<file path="src/inc/offset_correction_pkg.sv">
package offset_correction_pkg;

   // register byte offsets on the apb bus
   localparam logic [11:0] ADDR_LOOP_CTRL     = 12'h000;
   localparam logic [11:0] ADDR_REDUCED_RATE  = 12'h004;
   localparam logic [11:0] ADDR_CORR_CTRL     = 12'h008;
   localparam logic [11:0] ADDR_PEDESTAL      = 12'h00C;
   localparam logic [11:0] ADDR_ESTIMATE      = 12'h010;

   // field positions in offset_loop_control
   localparam int LOOP_HOLD_BIT      = 7;
   localparam int SPAN_LSB           = 2;
   localparam int SPAN_MSB           = 5;
   // field positions in reduced_rate_control
   localparam int RATE_LSB           = 4;
   localparam int RATE_MSB           = 5;
   // field positions in the correction control register
   localparam int FORMAT_LSB         = 6;
   localparam int FORMAT_MSB         = 7;
   localparam int CORR_ENABLE_BIT    = 5;
   localparam int DIGITAL_PATH_BIT   = 3;
   localparam int DDR_MODE_BIT       = 0;
   // field positions in the pedestal register
   localparam int PEDESTAL_LSB       = 2;
   localparam int PEDESTAL_MSB       = 7;

   // writable masks (reserved bits are dropped and read as zero)
   localparam logic [7:0] LOOP_CTRL_MASK  = 8'hBC;
   localparam logic [7:0] RATE_MASK       = 8'h30;
   localparam logic [7:0] CORR_CTRL_MASK  = 8'hE9;
   localparam logic [7:0] PEDESTAL_MASK   = 8'hFC;

   // values after reset
   localparam logic [7:0] LOOP_CTRL_RESET = 8'h00;
   localparam logic [7:0] RATE_RESET_HI   = 8'h00;
   localparam logic [7:0] RATE_RESET_LO   = 8'h30;
   localparam logic [7:0] CORR_CTRL_RESET = 8'h00;
   localparam logic [7:0] PEDESTAL_RESET  = 8'h00;

   // codes
   localparam logic [1:0] RATE_ENABLE_CODE = 2'b11;
   localparam logic [1:0] FORMAT_TWOS      = 2'b10;
   localparam logic [1:0] FORMAT_OFFSET    = 2'b11;
   localparam logic [3:0] SPAN_MAX_CODE    = 4'b1011;

   // loop span: code 0 is 2**20 clock cycles, each code up to 11 doubles it
   localparam int SPAN_BASE_LOG2   = 20;
   localparam int SPAN_CODE_MAX    = 11;

   // pipeline: edges from sampling to output word
   localparam int PIPE_LATENCY     = 10;
   localparam int PIPE_FIXED       = 3;

   // loop settings carried together
   typedef struct packed {
      logic       enable;
      logic       hold;
      logic [3:0] span;
   } loop_cfg_t;

endpackage

</file>
<file path="src/sample_delay_line.sv">
`timescale 1ns/100ps
module sample_delay_line #(
   parameter int WIDTH = 14,
   parameter int DEPTH = 7
) (
   // clock and reset
   input  wire logic             pclk,
   input  wire logic             presetn,
   input  wire logic             ce,
   // sample stream
   input  wire logic [WIDTH-1:0] din,
   output logic      [WIDTH-1:0] dout
);

   logic [WIDTH-1:0] stage [DEPTH];

   // one stage per edge, frozen while the clock enable is low
   always_ff @(posedge pclk or negedge presetn) begin
      if (!presetn) begin
         for (int i = 0; i < DEPTH; i++) begin
            stage[i] <= '0;
         end
      end else if (ce) begin
         stage[0] <= din;
         for (int i = 1; i < DEPTH; i++) begin
            stage[i] <= stage[i-1];
         end
      end
   end

   assign dout = stage[DEPTH-1];

endmodule

</file>
<file path="src/offset_correction_control.sv">
// Local design decisions: the register offsets and the APB interface to the registers.
`timescale 1ns/100ps
module offset_correction_control #(
   parameter int   DATA_WIDTH       = 14,
   parameter logic LOW_RATE_VARIANT = 1'b0,
   parameter int   SPAN_BASE_LOG2   = offset_correction_pkg::SPAN_BASE_LOG2
) (
   // clock, reset, enable
   input  wire logic                  pclk,
   input  wire logic                  presetn,
   input  wire logic                  ce,
   // apb slave
   input  wire logic                  psel,
   input  wire logic                  penable,
   input  wire logic                  pwrite,
   input  wire logic [11:0]           paddr,
   input  wire logic [31:0]           pwdata,
   input  wire logic [3:0]            pstrb,
   output logic      [31:0]           prdata,
   output logic                       pready,
   output logic                       pslverr,
   // converter core samples (offset binary, same clock) and format pin
   input  wire logic [DATA_WIDTH-1:0] adc_sample,
   input  wire logic                  format_pin,
   // output word to the receiver
   output logic      [DATA_WIDTH-1:0] out_data,
   output logic                       out_twos,
   output logic                       ddr_mode,
   // status
   output logic                       reduced_rate_active,
   output logic                       correction_active
);

   localparam int SW    = DATA_WIDTH + 2;
   localparam int ACC_W = SW + SPAN_BASE_LOG2 + offset_correction_pkg::SPAN_CODE_MAX + 1;
   localparam int DEPTH = offset_correction_pkg::PIPE_LATENCY - offset_correction_pkg::PIPE_FIXED;
   localparam logic signed [SW-1:0] MID    = SW'(1 << (DATA_WIDTH - 1));
   localparam logic signed [SW-1:0] OUT_LO = -MID;
   localparam logic signed [SW-1:0] OUT_HI = MID - SW'(1);
   localparam logic signed [SW-1:0] EST_HI = SW'((1 << DATA_WIDTH) - 1);
   localparam logic signed [SW-1:0] EST_LO = -EST_HI;

   // clamp a wide signed value into the working range
   function automatic logic signed [SW-1:0] clamp(input logic signed [ACC_W-1:0] v,
                                                  input logic signed [SW-1:0]    lo,
                                                  input logic signed [SW-1:0]    hi);
      logic signed [ACC_W-1:0] lo_w;
      logic signed [ACC_W-1:0] hi_w;
      lo_w = ACC_W'(lo);
      hi_w = ACC_W'(hi);
      if (v < lo_w) begin
         return lo;
      end else if (v > hi_w) begin
         return hi;
      end else begin
         return v[SW-1:0];
      end
   endfunction

   // register storage
   logic [7:0]                  loop_ctrl;
   logic [7:0]                  rate_ctrl;
   logic [7:0]                  corr_ctrl;
   logic [7:0]                  pedestal_reg;

   // datapath state
   logic [DATA_WIDTH-1:0]       cap_q;
   logic [DATA_WIDTH-1:0]       dly;
   logic signed [SW-1:0]        corr_q;
   logic                        corr_valid_q;
   logic signed [ACC_W-1:0]     acc;
   logic                        fmt_sync1;
   logic                        fmt_sync2;

   // combinational
   offset_correction_pkg::loop_cfg_t cfg;
   logic                        digital_on;
   logic                        loop_on;
   logic [4:0]                  shift;
   logic signed [SW-1:0]        est;
   logic signed [SW-1:0]        s_in;
   logic signed [SW-1:0]        target;
   logic signed [SW-1:0]        next_corr;
   logic signed [ACC_W-1:0]     next_acc;
   logic                        next_twos;
   logic                        bus_access;
   logic                        bus_write;
   logic                        lane0;
   logic [31:0]                 next_prdata;
   logic                        next_pslverr;

   // loop settings; low-latency mode removes the offset loop, while output coding and ddr mode still apply
   assign digital_on = corr_ctrl[offset_correction_pkg::DIGITAL_PATH_BIT];
   assign cfg.enable = corr_ctrl[offset_correction_pkg::CORR_ENABLE_BIT] & digital_on;
   assign cfg.hold   = loop_ctrl[offset_correction_pkg::LOOP_HOLD_BIT];
   assign cfg.span   = loop_ctrl[offset_correction_pkg::SPAN_MSB:offset_correction_pkg::SPAN_LSB];
   assign loop_on    = cfg.enable;

   // time constant of 2**(base+code) cycles; codes above 11 act as 11
   always_comb begin
      if (cfg.span > offset_correction_pkg::SPAN_MAX_CODE) begin
         shift = 5'(SPAN_BASE_LOG2 + offset_correction_pkg::SPAN_CODE_MAX);
      end else begin
         shift = 5'(SPAN_BASE_LOG2) + {1'b0, cfg.span};
      end
   end

   // estimate is the accumulator scaled by the span
   assign est = clamp(acc >>> shift, EST_LO, EST_HI);

   // sample centred on mid-code, and the converged value mid-code plus pedestal
   assign s_in   = $signed({2'b00, dly}) - MID;
   assign target = SW'($signed(pedestal_reg[offset_correction_pkg::PEDESTAL_MSB:
                                            offset_correction_pkg::PEDESTAL_LSB]));

   // the estimate is subtracted whether the loop is tracking or held
   always_comb begin
      if (loop_on) begin
         next_corr = clamp(ACC_W'(s_in) - ACC_W'(est), OUT_LO, OUT_HI);
      end else begin
         next_corr = s_in;
      end
   end

   // integrate the error against the target; held value kept across a hold
   always_comb begin
      if (!loop_on) begin
         next_acc = '0;
      end else if (cfg.hold) begin
         next_acc = acc;
      end else if (corr_valid_q) begin
         next_acc = acc + ACC_W'(corr_q) - ACC_W'(target);
      end else begin
         next_acc = acc;
      end
   end

   // sampling edge: capture the converter word
   always_ff @(posedge pclk or negedge presetn) begin
      if (!presetn) begin
         cap_q <= '0;
      end else if (ce) begin
         cap_q <= adc_sample;
      end
   end

   // middle of the pipeline
   sample_delay_line #(
      .WIDTH (DATA_WIDTH),
      .DEPTH (DEPTH)
   ) u_delay (
      .pclk    (pclk),
      .presetn (presetn),
      .ce      (ce),
      .din     (cap_q),
      .dout    (dly)
   );

   // correction stage; valid is set on the first enabled edge after reset, before the pipeline has filled
   always_ff @(posedge pclk or negedge presetn) begin
      if (!presetn) begin
         corr_q       <= '0;
         corr_valid_q <= 1'b0;
      end else if (ce) begin
         corr_q       <= next_corr;
         corr_valid_q <= 1'b1;
      end
   end

   // offset loop accumulator
   always_ff @(posedge pclk or negedge presetn) begin
      if (!presetn) begin
         acc <= '0;
      end else if (ce) begin
         acc <= next_acc;
      end
   end

   // format pin comes from outside, two flops before use
   always_ff @(posedge pclk or negedge presetn) begin
      if (!presetn) begin
         fmt_sync1 <= 1'b0;
         fmt_sync2 <= 1'b0;
      end else if (ce) begin
         fmt_sync1 <= format_pin;
         fmt_sync2 <= fmt_sync1;
      end
   end

   // coding select: register code wins, otherwise the pin decides
   always_comb begin
      unique case (corr_ctrl[offset_correction_pkg::FORMAT_MSB:offset_correction_pkg::FORMAT_LSB])
         offset_correction_pkg::FORMAT_TWOS:   next_twos = 1'b1;
         offset_correction_pkg::FORMAT_OFFSET: next_twos = 1'b0;
         default:                              next_twos = fmt_sync2;
      endcase
   end

   // output stage: tenth edge after sampling
   always_ff @(posedge pclk or negedge presetn) begin
      if (!presetn) begin
         out_data <= '0;
         out_twos <= 1'b0;
      end else if (ce) begin
         out_twos <= next_twos;
         if (next_twos) begin
            out_data <= corr_q[DATA_WIDTH-1:0];
         end else begin
            out_data <= DATA_WIDTH'(corr_q + MID);
         end
      end
   end

   // status outputs
   always_ff @(posedge pclk or negedge presetn) begin
      if (!presetn) begin
         ddr_mode            <= 1'b0;
         correction_active   <= 1'b0;
         reduced_rate_active <= LOW_RATE_VARIANT;
      end else if (ce) begin
         ddr_mode            <= corr_ctrl[offset_correction_pkg::DDR_MODE_BIT];
         correction_active   <= loop_on;
         if (LOW_RATE_VARIANT) begin
            reduced_rate_active <= 1'b1;
         end else begin
            reduced_rate_active <= (rate_ctrl[offset_correction_pkg::RATE_MSB:offset_correction_pkg::RATE_LSB]
                                    == offset_correction_pkg::RATE_ENABLE_CODE);
         end
      end
   end

   // apb: access phase answered one cycle later, write lands on the ready edge
   assign bus_access = psel & penable & ~pready;
   assign bus_write  = psel & penable & pready & pwrite;
   assign lane0      = pstrb[0];

   // read mux and address decode
   always_comb begin
      next_prdata  = 32'h0000_0000;
      next_pslverr = 1'b0;
      unique case (paddr)
         offset_correction_pkg::ADDR_LOOP_CTRL:    next_prdata = {24'h00_0000, loop_ctrl};
         offset_correction_pkg::ADDR_REDUCED_RATE: next_prdata = {24'h00_0000, rate_ctrl};
         offset_correction_pkg::ADDR_CORR_CTRL:    next_prdata = {24'h00_0000, corr_ctrl};
         offset_correction_pkg::ADDR_PEDESTAL:     next_prdata = {24'h00_0000, pedestal_reg};
         offset_correction_pkg::ADDR_ESTIMATE: begin
            next_prdata  = {{(32 - SW){est[SW-1]}}, est};
            next_pslverr = pwrite;
         end
         default: begin
            next_pslverr = 1'b1;
         end
      endcase
   end

   // bus handshake registers
   always_ff @(posedge pclk or negedge presetn) begin
      if (!presetn) begin
         pready  <= 1'b0;
         prdata  <= 32'h0000_0000;
         pslverr <= 1'b0;
      end else if (ce) begin
         pready  <= bus_access;
         if (bus_access) begin
            prdata  <= pwrite ? 32'h0000_0000 : next_prdata;
            pslverr <= next_pslverr;
         end else begin
            prdata  <= 32'h0000_0000;
            pslverr <= 1'b0;
         end
      end
   end

   // loop control register; reserved bits dropped
   always_ff @(posedge pclk or negedge presetn) begin
      if (!presetn) begin
         loop_ctrl <= offset_correction_pkg::LOOP_CTRL_RESET;
      end else if (ce && bus_write && lane0 && paddr == offset_correction_pkg::ADDR_LOOP_CTRL) begin
         loop_ctrl <= pwdata[7:0] & offset_correction_pkg::LOOP_CTRL_MASK;
      end
   end

   // reduced-rate register; fixed on the lower-rate variant
   always_ff @(posedge pclk or negedge presetn) begin
      if (!presetn) begin
         rate_ctrl <= LOW_RATE_VARIANT ? offset_correction_pkg::RATE_RESET_LO
                                       : offset_correction_pkg::RATE_RESET_HI;
      end else if (ce && bus_write && lane0 && !LOW_RATE_VARIANT
                   && paddr == offset_correction_pkg::ADDR_REDUCED_RATE) begin
         rate_ctrl <= pwdata[7:0] & offset_correction_pkg::RATE_MASK;
      end
   end

   // correction control register
   always_ff @(posedge pclk or negedge presetn) begin
      if (!presetn) begin
         corr_ctrl <= offset_correction_pkg::CORR_CTRL_RESET;
      end else if (ce && bus_write && lane0 && paddr == offset_correction_pkg::ADDR_CORR_CTRL) begin
         corr_ctrl <= pwdata[7:0] & offset_correction_pkg::CORR_CTRL_MASK;
      end
   end

   // pedestal register
   always_ff @(posedge pclk or negedge presetn) begin
      if (!presetn) begin
         pedestal_reg <= offset_correction_pkg::PEDESTAL_RESET;
      end else if (ce && bus_write && lane0 && paddr == offset_correction_pkg::ADDR_PEDESTAL) begin
         pedestal_reg <= pwdata[7:0] & offset_correction_pkg::PEDESTAL_MASK;
      end
   end

endmodule

</file>
<file path="config.mk">
export PLATFORM = sky130hd
export DESIGN_NAME = offset_correction_control
export DESIGN_NICKNAME = d
export VERILOG_FILES = /design/src/inc/offset_correction_pkg.sv /design/src/sample_delay_line.sv /design/src/offset_correction_control.sv
export SDC_FILE = /design/constraint.sdc
export NUM_CORES = 1
export LEC_CHECK = 0
export BUFFER_PORTS_ARGS = -buffer_cell sky130_fd_sc_hd__buf_2
export CELL_PAD_IN_SITES_DETAIL_PLACEMENT = 0
export CELL_PAD_IN_SITES_GLOBAL_PLACEMENT = 1
export CORE_UTILIZATION = 52
export DETAILED_ROUTE_END_ITERATION = 7
export PLACE_DENSITY_LB_ADDON = 0.1
export SYNTH_ARGS = -nofsm -noshare
export SYNTH_HDL_FRONTEND = slang
export SYNTH_SLANG_ARGS = --single-unit
</file>
<file path="constraint.sdc">
create_clock -name pclk -period 13.4 [get_ports pclk]
set_clock_uncertainty 0.15 [all_clocks]
set_input_delay 3.35 -clock pclk [delete_from_list [all_inputs] [get_ports pclk]]
set_output_delay 3.35 -clock pclk [all_outputs]
set_load 0.005 [all_outputs]
</file>
==> flow_summary.yaml <==
timing:
  finalSetupTns_ns: 0
  min_period_ns: 6.819
  slew_headroom: 0.1313
  rsz0062_at_grt: "no"
  setup-violations-final: 0
  hold_violations: 0
  fin_crit_sh: 0.5089
  fmax_mhz: 146.6
  worst_slack_ns: 6.581
  tightest_slew_ns: 1.303
  maxSlewViolCount: 0
detailed_routing:
  drt_iter0_drc: 932
  drc: 0
  wirelength_mm: 40.86
  routed_via_density: 5.805
  wl_per_cell_um: 19.20
  dr.pass1.iters: 7
  drtAntennaViolNets: 0
  vias: 12350
placement:
  preCtsSetupSlack_ns: 6.644
  gp_congestion: 0.9074
  dp.cells: 2080
  dp_hpwl_mm: 28.84
  portBuffers: 92
power:
  clockPowerShare: 0.277
  intPower_uw: 1836
  seqPwrFrac: 0.311
  ir_worst_vdd_mv: 0.1211
  power.net_switching_uw: 1072
  combPwrFrac: 0.412
  power_density_nw_per_um2: 164.2
  cellLeakagePower_uw: 0.008149
  p_sw_frac: 0.3687
  total_power_uw: 2909
cells_and_area:
  fill_cells: 2746
  largest_reg_flops: 84
  multi_input_area_um2: 9026
  antenna_cells: 0
  area_growth_pct: 9.874
  largest-register: "u_delay.stage"
  largestRegisters: "u_delay.stage: 84 flops, acc: 48 flops"
  instances_no_fill: 2128
  regArea_um2: 5834
  layout_commonest_cell: "dfrtp_1"
  drive_above_1_share: 0.1934
  layout.nets: 1896
  layout_common_cells: "dfrtp_1 (232), inv_1 (206), mux2_2 (153), nand2_1 (129), o21ai_0 (109)"
cts:
  cts.sinks: 233
  cts_buffer_depth: 3
  clk_latency_ns: 0.56
  postCtsHoldBufs: 0
  cts_buffers: 27
  post_cts_buffers: 0
  post_cts_resize_count: 0
  clock-root-buffer: "clkbuf_16"
  clkTransAtPathRegs_ns: 0.07
  cts_tree: "yes"
  cts_htree_levels: 1
global_routing:
  overflow: 0
  antenna_found_initial: 0
  grt_max_degree: 96
  grt_pass1_vias: 12020
  grt_pass1_wl_mm: 66.03
  grt_util_all_layers: 0.2649
critical_path:
  worst_path_largest_cell_delay_ns: 0.64
  startpoint_type: "flip-flop"
  path_cells: "buf_4 > a21o_4 > mux4_2 > and2_0 > a221o_1 > or4_1 > nor4_2 > a41oi_1 > buf_4 > o21ai_0 > inv_1 > fa_1 > nand3b_1 > a31oi_1 > o221a_2 > a41o_1 > nand2_1 > a311oi_1 > a31o_2 > o21ai_0 > a221o_1"
  critPathKind: "reg2reg"
  crit_slowest_cell: "mux4_2"
  required_ns: 13.69
  crit_fanout: 32
  cpLargestDelayFamily: "compound AO/OA/AOI/OAI gates"
  path_buf_inv: 3
  critical_path_arrival_ns: 7.11
  end_kind: "flip-flop"
floorplanning:
  die_area_um2: 31700
  core_um2: 30510
  boundaryPins: 121
  row_count: 64
  die_h_um: 178.1
  die_w_um: 178.1
  initial_core_util: 0.5283
run:
  cap_violations: 0
synth:
  synth_top_area_cell: "dfrtp_1"
  ys.flop_type: "dfrtp_1"
  syn_area_um2: 16120
  synth_edf_count: 0
  synthCells: 1680
  synth_cell_type_count: 73
  syn_nets: 1863
  synthDominantCellAreaShare: 0.3617
  synth_warnings: 0
  avgSynthCellArea_um2: 9.594
  ys_ff_latch: 233
  ys_seq_area_frac: 0.3617
  ys_top_cells_by_area: "dfrtp_1 (36%), mux2_2 (11%), fa_1 (6.0%)"
  async_flop_share: 1.000
status:
  status: "finished clean"
hold_path:
  min_path_type: "reg2reg"
worst paths after layout:
path,start,to,slack [ns],cells after the start
worst max-delay path,loop_ctrl[2]$_DFFE_PN0P_,corr_q[8]$_DFFE_PN0P_,6.58,21
worst min-delay path,corr_valid_q$_DFFE_PN0P_,corr_valid_q$_DFFE_PN0P_,0.31,1
worst max register to register,loop_ctrl[2]$_DFFE_PN0P_,corr_q[8]$_DFFE_PN0P_,6.58,21
worst min register to register,corr_valid_q$_DFFE_PN0P_,corr_valid_q$_DFFE_PN0P_,0.31,1
max in group asynchronous,presetn,u_delay.stage[89]$_DFFE_PN0P_,8.90,2
min in group asynchronous,presetn,acc[42]$_DFFE_PN0P_,2.63,1
stage by stage:
stage,utilization,hold slack [ns],instance area (µm²)
after floorplan,-,0.2778,16120
after global placement,0.5485,0.2910,16730
after detailed placement,0.5485,0.2920,16730
after CTS,0.5805,0.3068,17710
after global routing,0.5805,0.3411,17710
final,0.5805,0.3098,17710
worst register-to-register path, cell delays in order, from the launching register on:
cell      delay [ns]
dfrtp_1         0.32
buf_4           0.37
a21o_4          0.49
mux4_2          0.65
and2_0          0.19
a221o_1         0.33
or4_1           0.56
nor4_2          0.17
a41oi_1         0.15
buf_4           0.25
o21ai_0         0.17
inv_1           0.11
fa_1            0.45
nand3b_1        0.21
a31oi_1         0.26
o221a_2         0.27
a41o_1          0.26
nand2_1         0.08
a311oi_1        0.36
a31o_2          0.40
o21ai_0         0.18
a221o_1         0.34
per-layer routing:
metal | part of all wire | track usage | vias to the layer above | routed length (µm)
met5 | 0 | 0 | - | 0
met2 | 0.45 | 0.4097 | 275 | 18410
met4 | 0.022 | 0.06695 | 0 | 880
li1 | - | - | 5964 | -
met3 | 0.042 | 0.02558 | 56 | 1716
met1 | 0.49 | 0.3970 | 6057 | 19860
logic make-up after synthesis:
| family | share of synthesized area |
|---|---|
| buffers and inverters | 0.07895 |
| XOR/XNOR | 0.02608 |
| multiplexers | 0.1519 |
| adder cells (fa/ha/maj) | 0.1109 |
| flip-flops | 0.3617 |
| AND/OR/NAND/NOR | 0.1057 |
| AO/OA/AOI/OAI | 0.1647 |
power groups by stage:
stage	Sequential (µW)	Combinational [µW]	Clock [µW]
6_report	903	1200	806
5_1_grt	920	1350	850
4_1_cts	904	1200	825
3_5_place_dp	914	1190	0
3_3_place_gp	910	1180	0
2_1_floorplan	884	914	0
synth_stat cells (40+ instances only):
library cell  count
mux2i_1          41
dfrtp_1         233
nand2_1         129
nor2_1           74
fa_1             48
a21oi_1          96
o21ai_0         110
a21o_1           40
nand3_1          46
ha_1             66
inv_1           207
mux2_2          153
clkbuf_1         68
layout make-up:
| class | instances | share of cell area |
|---|---|---|
| repair buffers | 108 | 0.03370 |
| clock buffers | 36 | 0.04345 |
| multi-input cells | 1135 | 0.5097 |
| clock inverters | 12 | 0.01166 |
| flip-flops and latches | 233 | 0.3294 |
| well taps | 396 | 0.02798 |
| inverters | 208 | 0.04409 |
(Power assumes the default switching activity.)
